==> src/logic/prs_pkg.sv <==
// Constants for the PLL reference selection block: register map, field codes, counts.
// Assumes an APB master with 32-bit data and word-aligned addresses.
//
// What this block does
// Each PLL starts in free-run, running from the crystal until a reference is usable.
// Each PLL has its own selection control; any input can serve either PLL.
// Automatic mode: a validated reference moves the PLL into the locked state.
// Automatic mode: active reference fails with none valid, PLL enters holdover at once.
// Automatic mode: active reference fails, another valid, switch to it hitlessly.
// Manual mode: one reference per PLL; on its failure holdover, never another input.
// Manual selection by naming the input in the select field, or pin-controlled mode.
// Pin-controlled mode: two select pins per PLL, codes 0..3 pick inputs 0..3.
// Automatic mode: each input has a priority 1 to 4 in per-PLL priority registers.
// At start or on failure, automatic mode picks highest-priority valid input.
// Revertive mode switches to any higher-priority input once it becomes valid.
// Non-revertive mode keeps the active input while it stays valid.
// Software should give each input of one PLL a distinct priority.
// Bypass pin high: input 0 drives output 4 dividers, input 1 drives output 5.
// Inputs 0..2 feed outputs 4..7 dividers only at or below the frequency limit; the source codes here offer inputs 0 and 1 only.
// A path routes the crystal straight to the dividers of outputs 4 to 7.
// Each PLL reports lock and holdover in status register bits and on pins.
// A lost input becomes valid after 8 rising edges; a new fault restarts count.
// An input is lost when the monitor count expires twice without an edge.
// Select field has codes for four direct inputs, pin mode, revertive, non-revertive.
package prs_pkg;
  localparam int NUM_PLL = 2;
  localparam int NUM_REF = 4;

  // Register byte offsets
  localparam logic [11:0] ADDR_CTRL = 12'h000;
  localparam logic [11:0] ADDR_PRIO = 12'h004;
  localparam logic [11:0] ADDR_MON = 12'h008;
  localparam logic [11:0] ADDR_STATUS = 12'h00c;
  localparam logic [11:0] ADDR_OUTSRC = 12'h010;

  // Control: per PLL a 3-bit select field at bit 8*n
  localparam int CTRL_SEL_STRIDE = 8;
  localparam logic [31:0] CTRL_RESET = 32'h0000_0606;
  // Priority: per PLL four 2-bit fields (value = priority-1) at 8*n
  localparam int PRIO_STRIDE = 8;
  localparam logic [31:0] PRIO_RESET = 32'h0000_e4e4;
  // Monitor count, 17 bits
  localparam int MON_W = 17;
  localparam logic [MON_W-1:0] MON_RESET = 17'h00010;
  // Output 4..7 divider source field, per output 2 bits at 2*k
  localparam logic [31:0] OUTSRC_RESET = 32'h0000_0000;
  // Status bit positions
  localparam int ST_LOCK0 = 0;
  localparam int ST_HOLD0 = 2;
  localparam int ST_ACT0 = 4;
  localparam int ST_LOS0 = 8;

  localparam int VALID_EDGES = 8;

  typedef enum logic [2:0] {
    PRS_SEL_REF0 = 3'h0,
    PRS_SEL_REF1 = 3'h1,
    PRS_SEL_REF2 = 3'h2,
    PRS_SEL_REF3 = 3'h3,
    PRS_SEL_PIN = 3'h4,
    PRS_SEL_AUTO_REV = 3'h5,
    PRS_SEL_AUTO_NREV = 3'h6
  } prs_sel_t;

  typedef enum logic [1:0] {
    PRS_FREERUN = 2'h0,
    PRS_LOCKED = 2'h1,
    PRS_HOLDOVER = 2'h2
  } prs_state_t;

  // Output 4..7 divider source: 0 PLL, 1 crystal, 2 input 0, 3 input 1
  localparam logic [1:0] SRC_PLL = 2'h0;
  localparam logic [1:0] SRC_XTAL = 2'h1;
  localparam logic [1:0] SRC_REF0 = 2'h2;
  localparam logic [1:0] SRC_REF1 = 2'h3;
endpackage

==> src/logic/prs_pll_reference_select.sv <==
// PLL reference selection, per-PLL state and bypass steering.
// Reference inputs and select/bypass pins are asynchronous and are synchronised here.
`timescale 1ns/100ps
module prs_pll_reference_select import prs_pkg::*; (
  input wire logic ref_clk, // 50 MHz system clock
  input wire logic sys_rst, // Synchronous reset, active high
  input wire logic psel, // APB select
  input wire logic penable, // APB enable
  input wire logic pwrite, // APB direction
  input wire logic [11:0] paddr, // APB byte address
  input wire logic [31:0] pwdata, // APB write data
  output logic [31:0] prdata, // APB read data
  output logic pready, // APB ready
  output logic pslverr, // APB error on unmapped address
  input wire logic [3:0] ref_input, // Sampled reference inputs 0..3
  input wire logic [3:0] pin_reference_select, // Select pins, [1:0] PLL0, [3:2] PLL1
  input wire logic bypass_select_pin, // Bypass both PLLs
  output logic [1:0] pll_ref_sel, // Input selected by PLL0
  output logic [1:0] pll1_ref_sel, // Input selected by PLL1
  output logic [1:0] lock_pin, // Lock status per PLL
  output logic [1:0] holdover_pin, // Holdover status per PLL
  output logic [3:0] los_flag, // Loss of signal per input
  output logic [7:0] out_div_src // Source codes for dividers of outputs 4..7
);
  logic [3:0] refMeta, refSync, refPrev;
  logic [3:0] pinMeta, pinSync;
  logic bypMeta, bypSync;
  logic [31:0] ctrlReg, prioReg, outSrcReg;
  logic [MON_W-1:0] monReg;
  logic [3:0] los;
  logic [3:0] softAlarm;
  logic [MON_W-1:0] monCnt [NUM_REF];
  logic [3:0] edgeCnt [NUM_REF];
  prs_state_t pllState [NUM_PLL];
  logic [1:0] activeRef [NUM_PLL];
  logic [1:0] next_ref [NUM_PLL];
  logic next_have [NUM_PLL];
  logic [3:0] refRise;
  logic [31:0] statusWord;
  logic access;

  always_ff @(posedge ref_clk) begin
    if (sys_rst) begin
      refMeta <= 4'h0;
      refSync <= 4'h0;
      refPrev <= 4'h0;
      pinMeta <= 4'h0;
      pinSync <= 4'h0;
      bypMeta <= 1'b0;
      bypSync <= 1'b0;
    end else begin
      refMeta <= ref_input;
      refSync <= refMeta;
      refPrev <= refSync;
      pinMeta <= pin_reference_select;
      pinSync <= pinMeta;
      bypMeta <= bypass_select_pin;
      bypSync <= bypMeta;
    end
  end
  assign refRise = refSync & ~refPrev;

  // Loss monitor per input: first expiry is a soft alarm, second declares loss
  genvar r;
  generate
    for (r = 0; r < NUM_REF; r++) begin : g_mon
      always_ff @(posedge ref_clk) begin
        if (sys_rst) begin
          monCnt[r] <= '0;
          softAlarm[r] <= 1'b0;
          los[r] <= 1'b1;
          edgeCnt[r] <= 4'h0;
        end else begin
          if (refRise[r]) begin
            monCnt[r] <= '0;
            softAlarm[r] <= 1'b0;
          end else if (monCnt[r] >= monReg) begin
            monCnt[r] <= '0;
            softAlarm[r] <= 1'b1;
          end else begin
            monCnt[r] <= monCnt[r] + 1'b1;
          end
          if (!refRise[r] && monCnt[r] >= monReg && softAlarm[r]) begin
            los[r] <= 1'b1;
            edgeCnt[r] <= 4'h0;
          end else if (los[r] && refRise[r]) begin
            if (edgeCnt[r] == 4'(VALID_EDGES - 1)) begin
              los[r] <= 1'b0;
              edgeCnt[r] <= 4'h0;
            end else begin
              edgeCnt[r] <= edgeCnt[r] + 4'h1;
            end
          end
        end
      end
    end
  endgenerate

  // Per-PLL selection and state machine
  genvar p;
  generate
    for (p = 0; p < NUM_PLL; p++) begin : g_pll
      prs_sel_t sel;
      logic [1:0] prio [NUM_REF];
      assign sel = prs_sel_t'(ctrlReg[p*CTRL_SEL_STRIDE +: 3]);
      for (genvar k = 0; k < NUM_REF; k++) begin : g_pr
        assign prio[k] = prioReg[p*PRIO_STRIDE + 2*k +: 2];
      end
      // Lower stored code means higher priority; lower index breaks ties
      always_comb begin
        logic [1:0] best;
        logic found;
        best = 2'h0;
        found = 1'b0;
        for (int k = 0; k < NUM_REF; k++) begin
          if (!los[k] && (!found || prio[k] < prio[best])) begin
            best = 2'(k);
            found = 1'b1;
          end
        end
        next_ref[p] = best;
        next_have[p] = found;
        if (sel == PRS_SEL_PIN) begin
          next_ref[p] = pinSync[2*p +: 2];
          next_have[p] = !los[pinSync[2*p +: 2]];
        end else if (sel <= PRS_SEL_REF3) begin
          next_ref[p] = sel[1:0];
          next_have[p] = !los[sel[1:0]];
        end
      end
      always_ff @(posedge ref_clk) begin
        if (sys_rst) begin
          pllState[p] <= PRS_FREERUN;
          activeRef[p] <= 2'h0;
        end else begin
          unique case (pllState[p])
            PRS_FREERUN, PRS_HOLDOVER: begin
              if (next_have[p]) begin
                pllState[p] <= PRS_LOCKED;
                activeRef[p] <= next_ref[p];
              end
            end
            PRS_LOCKED: begin
              if (sel <= PRS_SEL_PIN) begin
                // Manual: follow the chosen input only, hold over on its loss
                activeRef[p] <= next_ref[p];
                if (!next_have[p]) pllState[p] <= PRS_HOLDOVER;
              end else if (los[activeRef[p]]) begin
                if (next_have[p]) begin
                  activeRef[p] <= next_ref[p];
                end else begin
                  pllState[p] <= PRS_HOLDOVER;
                end
              end else if (sel == PRS_SEL_AUTO_REV && next_have[p]
                           && prio[next_ref[p]] < prio[activeRef[p]]) begin
                activeRef[p] <= next_ref[p];
              end
              // Non-revertive keeps the active input while it is valid R12
            end
            default: pllState[p] <= PRS_FREERUN;
          endcase
        end
      end
      assign lock_pin[p] = (pllState[p] == PRS_LOCKED);
      assign holdover_pin[p] = (pllState[p] == PRS_HOLDOVER);
    end
  endgenerate
  assign pll_ref_sel = activeRef[0];
  assign pll1_ref_sel = activeRef[1];
  assign los_flag = los;

  // Output 4..7 divider source steering; bypass overrides outputs 4 and 5
  always_ff @(posedge ref_clk) begin
    if (sys_rst) begin
      out_div_src <= 8'h00;
    end else begin
      out_div_src <= outSrcReg[7:0];
      if (bypSync) begin
        out_div_src[1:0] <= SRC_REF0;
        out_div_src[3:2] <= SRC_REF1;
      end
    end
  end

  // APB slave, zero wait states
  assign access = psel && penable;
  assign pready = 1'b1;
  always_ff @(posedge ref_clk) begin
    if (sys_rst) begin
      ctrlReg <= CTRL_RESET;
      prioReg <= PRIO_RESET;
      monReg <= MON_RESET;
      outSrcReg <= OUTSRC_RESET;
    end else if (access && pwrite) begin
      unique case (paddr)
        ADDR_CTRL: ctrlReg <= pwdata & 32'h0000_0707;
        ADDR_PRIO: prioReg <= pwdata & 32'h0000_ffff;
        ADDR_MON: monReg <= pwdata[MON_W-1:0];
        ADDR_OUTSRC: outSrcReg <= pwdata & 32'h0000_00ff;
        default: ;
      endcase
    end
  end

  always_comb begin
    statusWord = 32'h0;
    statusWord[ST_LOCK0 +: 2] = lock_pin;
    statusWord[ST_HOLD0 +: 2] = holdover_pin;
    statusWord[ST_ACT0 +: 4] = {activeRef[1], activeRef[0]};
    statusWord[ST_LOS0 +: 4] = los;
  end

  always_ff @(posedge ref_clk) begin
    if (sys_rst) begin
      prdata <= 32'h0;
      pslverr <= 1'b0;
    end else begin
      pslverr <= 1'b0;
      if (psel && !penable) begin
        pslverr <= !(paddr inside {ADDR_CTRL, ADDR_PRIO, ADDR_MON, ADDR_STATUS, ADDR_OUTSRC});
        unique case (paddr)
          ADDR_CTRL: prdata <= ctrlReg;
          ADDR_PRIO: prdata <= prioReg;
          ADDR_MON: prdata <= {15'h0, monReg};
          ADDR_STATUS: prdata <= statusWord;
          ADDR_OUTSRC: prdata <= outSrcReg;
          default: prdata <= 32'h0;
        endcase
      end
    end
  end
endmodule // prs_pll_reference_select

==> config.mk <==
export PLATFORM = sky130hd
export DESIGN_NAME = prs_pll_reference_select
export DESIGN_NICKNAME = d
export VERILOG_FILES = /design/src/logic/prs_pkg.sv /design/src/logic/prs_pll_reference_select.sv
export SDC_FILE = /design/constraint.sdc
export NUM_CORES = 1
export LEC_CHECK = 0
export BUFFER_PORTS_ARGS = -buffer_cell sky130_fd_sc_hd__buf_2
export CAP_MARGIN = 10
export CELL_PAD_IN_SITES_DETAIL_PLACEMENT = 1
export CELL_PAD_IN_SITES_GLOBAL_PLACEMENT = 1
export CORE_MARGIN = 10
export CORE_UTILIZATION = 40
export CTS_CLUSTER_DIAMETER = 60
export DETAILED_ROUTE_END_ITERATION = 10
export GPL_TIMING_DRIVEN = 0
export PLACE_DENSITY = 0.73
export SKIP_CTS_REPAIR_TIMING = 1
export SYNTH_ARGS = -nofsm -noshare
export SYNTH_HDL_FRONTEND = slang
export SYNTH_SLANG_ARGS = --single-unit
==> constraint.sdc <==
create_clock -name ref_clk -period 8.62 [get_ports ref_clk]
set_input_delay 1.724 -clock ref_clk [delete_from_list [all_inputs] [get_ports ref_clk]]
set_output_delay 1.724 -clock ref_clk [all_outputs]
set_load 0.03 [all_outputs]
Yosys cells after proc, flatten, opt, wreduce, memory -nomap -nowiden --
Memories as Yosys holds them, arrays and structs flattened. Index checks and enable logic that the tools add are counted.
Word-level totals: memories 4, register bits after elaboration 118, output and inout bits 54, input port bits 58, RAM bits 92, logic and storage cells 467
Operators by class: reduce and logical (&&, ||, !) cells 74, multiplexer cells 261, add/subtract/negate cells 8, order comparisons 30, bitwise logic cells 51, equality and inequality tests 16
Memory list:
- monCnt | depth 4, width 17, read ports 4, clocked after memory_dff 0, write ports 4, RTL line prs_pll_reference_select.sv:32 | logic [MON_W-1:0] monCnt [NUM_REF];
- edgeCnt | depth 4, width 4, read ports 4, clocked after memory_dff 0, write ports 4, RTL line prs_pll_reference_select.sv:33 | logic [3:0] edgeCnt [NUM_REF];
- activeRef | depth 2, width 2, read ports 2, clocked after memory_dff 0, write ports 2, RTL line prs_pll_reference_select.sv:35 | logic [1:0] activeRef [NUM_PLL];
- pllState | depth 2, width 2, read ports 2, clocked after memory_dff 0, write ports 2, RTL line prs_pll_reference_select.sv:34 | prs_state_t pllState [NUM_PLL];
Operators by type and width (number):
- two-way mux 17 bit | 12
- two-way mux 1 bit | 181
- case mux 17 bit (5 select lines) | 1
- two-way mux 2 bit | 40
- adder 17 x 1 -> 17 bit (second input constant) | 4
- >= comparator 17 bit | 4
- two-way mux 4 bit | 13
- bitwise OR 1 bit | 40
- binary-select mux 2 bit (select 2 bit) | 8
- logical AND 1 bit | 25
- equality test 12 x 4 -> 1 bit (second input constant) | 2
- >= comparator 3 bit (second input constant) | 8
- NOT 2 -> 3 bit | 8
- OR reduction 2 bit | 12
- less-than comparator 2 x 3 -> 1 bit (second input constant) | 6
- logical NOT 1 bit | 17
- adder 4 x 1 -> 4 bit (second input constant) | 4
- equality test 4 x 3 -> 1 bit (second input constant) | 4
- less-than comparator 2 bit | 8
- AND reduction 2 bit | 8
- binary-select mux 1 bit (select 2 bit) | 6
- equality test 12 x 3 -> 1 bit (second input constant) | 1
- equality test 12 x 5 -> 1 bit (second input constant) | 1
- equality test 3 bit (second input constant) | 4
- 12 further kinds | 23

Longest topological paths before layout --
word-level depth 35, depth in mapped cells 26, depth with buffers taken out 26

Worst setup path after synthesis --
Ideal clock, no wire load.
path type flip-flop to flip-flop, start register prioReg[9], end memory activeRef[1][0] (enable), cell stages (with the launch flop) 23, data required time 8.363 ns, slack 3.323 ns, period minus slack after synthesis 5.297 ns, library setup time 0.257 ns, path buffers 0, data arrival time 5.039 ns, cells stage by stage dfxtp_1 inv_1 ha_1 nor2b_1 a311oi_1 mux2i_1 ha_1 or3_1 or3_1 a21oi_2 mux2_2 ha_1 nand2_1 o311a_1 o32ai_2 nand2_2 mux2_1 nand2_1 o21ai_0 ha_1 or3b_2 a21oi_1 a21oi_1
RTL lines:
- from (decl) | RTL line prs_pll_reference_select.sv:28 | logic [31:0] ctrlReg, prioReg, outSrcReg;
- from (signal assigned) | RTL line prs_pll_reference_select.sv:197 | ADDR_PRIO: prioReg <= pwdata & 32'h0000_ffff;
- to (decl) | RTL line prs_pll_reference_select.sv:35

==> out/results.ini <==
[run_status]
status = finished clean

[clock_network]
ctsHtreeMaxLevel = 4
clk_latency_ps = 460
root_buffer = clkbuf_16
cts.clk_slew.worst_paths_ps = 80
cts.sinks = 195
cts_tree = built
clock_path_buffers = 2
cts_buffers = 17

[critical_path]
r2r_start = los_flag[0]
r2r_setup_slack_ps = 2570
path_cells = inv_1, a311oi_1, mux2i_1, ha_1, or3_1, or3_1, a21oi_2, mux2_2, ha_1, nand2_1, o311a_1, o32ai_2, nand2_2, mux2_1, nand2_1, o21ai_0, ha_1, or3b_2, a21oi_1, a21oi_1
start_kind = register
slowest_stage = dfxtp_1
endpoint_kind = register
reg2reg_depth = 20
required_ps = 8820
path_class = reg -> reg
crit_path_max_fanout = 9
crit_arrival_ps = 6250
timing.rr.end = activeRef[1][0]
crit_top_cell = ha_1
crit_path_max_incr_delay_ps = 640

[pwr]
irDropWorstVdd_uv = 144
p_leak_nw = 5.09
p_per_area_nw_per_um2 = 159
finalPower_mw = 2.09

[synthesis]
yosys.area_share.simple_pct = 21.9
yosysWarnings = 0
synth-main-ff-cell = dfxtp_1
synth_edf_count = 92
postSynthCellCount = 1196
synth_adder_area_share_pct = 9.30
synth_area_um2 = 11300
synth_mux_area_share_pct = 4.84
synth-seq-area-share_pct = 42.7
synth.distinct_cells = 79
avgSynthCellArea_um2 = 9.45
ys_async_sr_fraction_pct = 0
ys_seq_elements = 195
synth_compound_area_share_pct = 11.7
yosys.area_share.xor_xnor_pct = 5.19
synth_top_family_by_area = simple AND/OR/NAND/NOR gates

[finish]
drive_gt1_share_pct = 13.0
area_delta_synth_final_pct = 15.9
fin_cells = 1767
num_antenna_cells = 0
layout_commonest_cell = nor2_1
final_nets = 1518
final_cell_mix = nor2_1, nand2_1, dfxtp_1

[route]
antenna_left = 0
drtIter0Drc = 515
drtPass1Iterations = 5
drt-total-wl_um = 34100
drc_errors = 0
via_per_inst = 5.28
post_drt_wl_per_cell_um = 19.3
vias = 9336

[placed_design]
place_inst = 1735
gp_congestion = 0.832
portBuffers = 79
hpwl_um = 25600

[timing]
max-slew-margin-rel_pct = 43.3
timing.final.crit_share_pct = 70.2
hold_viol_final = 0
slew_viol_final = 0
min_period_ps = 6050
fmax_ghz = 0.165
finalSetupViolations = 0
fin_tns_setup_ps = 0
fin_skew_ps = 14.8
rsz0062_at_grt = false
hold_ws_ps = 447
tightest_slew_ps = 845

[die]
ios = 112
die_y_um = 188
dieArea_um2 = 35400
initial_core_util_pct = 40.6
core_um2 = 27900
die_w_um = 188
fp-row-count = 61

[grt]
grt_util_all_layers_pct = 19.3
first_global_vias = 9520
grt_start_max_net_pins = 21
antenna_found_initial = 0
grt_pass1_wl_um = 53800
grt.overflow.total = 0

[worst_hold_path]
holdPathStages = 1
hold_start = pinMeta[0]
hp-class = reg -> reg
holdPathEnd = pinSync[0]

[job]
maxCapViolCount = 0

## synthesized netlist by cell type, types with 8 or more instances
library cell / instances / area, µm²
a21o_1: 19 / 143
a21oi_1: 63 / 315
and3_1: 14 / 87.6
buf_2: 8 / 40.0
buf_4: 16 / 120
clkbuf_1: 34 / 128
dfxtp_1: 103 / 2060
edfxtp_1: 92 / 2760
ha_1: 84 / 1050
inv_1: 46 / 173
mux2i_1: 22 / 220
mux4_2: 13 / 293
nand2_1: 134 / 503
nand2b_1: 16 / 100
nand3_1: 43 / 215
nand3b_1: 12 / 90.1
nand4_1: 11 / 68.8
nor2_1: 156 / 586
nor2b_1: 49 / 307
nor3_1: 17 / 85.1
o21ai_0: 30 / 150
o21ai_1: 11 / 55.1
xnor2_1: 29 / 254
xor2_1: 38 / 333
## power breakdown
part,internal (mW),total [mW],switching [mW]
Sequential,1.01,1.04,0.0356
Clock,0.426,0.844,0.418
Combinational,0.0773,0.201,0.124
## flip-flops by register name, indices dropped and copies added, names as in the netlist
register and count:
activeRef 4, bypMeta 1, bypSync 1, ctrlReg 6
edgeCnt 16, los_flag 4, monCnt 68, monReg 17
outSrcReg 8, out_div_src 8, pinMeta 4, pinSync 4
pllState 4, prdata 17, prioReg 16, pslverr 1
refMeta 4, refPrev 4, refSync 4, softAlarm 4
## metrics by stage
stage | cell area [µm²] | setup slack (ps) | util (%)
2_1_floorplan | 11600 | 3320 | -
3_3_place_gp | 12500 | 2790 | 44.8
3_5_place_dp | 12500 | 2710 | 44.8
4_1_cts | 13100 | 2690 | 47.0
5_1_grt | 13100 | 2280 | 47.0
6_report | 13100 | 2570 | 47.0
## worst max-delay path by stage
| stage | start | end | cells past startpoint | slack (ps) |
|---|---|---|---|---|
| CTS | los_flag[0] | activeRef[1][0] | 20 | 2690 |
| detailed placement | los_flag[0] | activeRef[1][0] | 20 | 2710 |
| floorplan | prioReg[9] | activeRef[1][0] | 22 | 3320 |
| global placement | los_flag[0] | activeRef[1][0] | 20 | 2790 |
| global route | los_flag[0] | activeRef[1][0] | 20 | 2280 |
| finish | los_flag[0] | activeRef[1][0] | 20 | 2570 |
## area by class of cell
cell class	count	area, µm²
Multi-Input combinational cell	975	6300
Clock buffer	19	475
Sequential cell	195	4820
Buffer	62	314
Timing Repair Buffer	79	395
Clock inverter	13	149
Inverter	46	173
Fill cell	3290	14800
Tap cell	378	473
## routing by layer
layer  vias to the layer above  wire (µm)  global-route usage (%)
met2                       189      16800                    33.0
met4                         0        387                    4.55
li1                       4490          -                       -
met1                      4632      15500                    25.2
met5                         -          0                       0
met3                        25       1380                    2.58
## kinds of logic after synthesis
logic type / after synthesis
AND/OR/NAND/NOR: 505
AO/OA/AOI/OAI: 197
flip-flops: 195
buffers and inverters: 108
adder cells (fa/ha/maj): 84
XOR/XNOR: 67
multiplexers: 38
other: 2
## worst max-delay path, delay by kind of cell (launching register included)
kind                     cells  cell delay [ps]
multiplexers                 3              880
adder cells (fa/ha/maj)      3              850
AND/OR/NAND/NOR              6             1450
AO/OA/AOI/OAI                7             1700
buffers and inverters        1              280
flip-flops                   1              640
(Power assumes the default switching activity.)
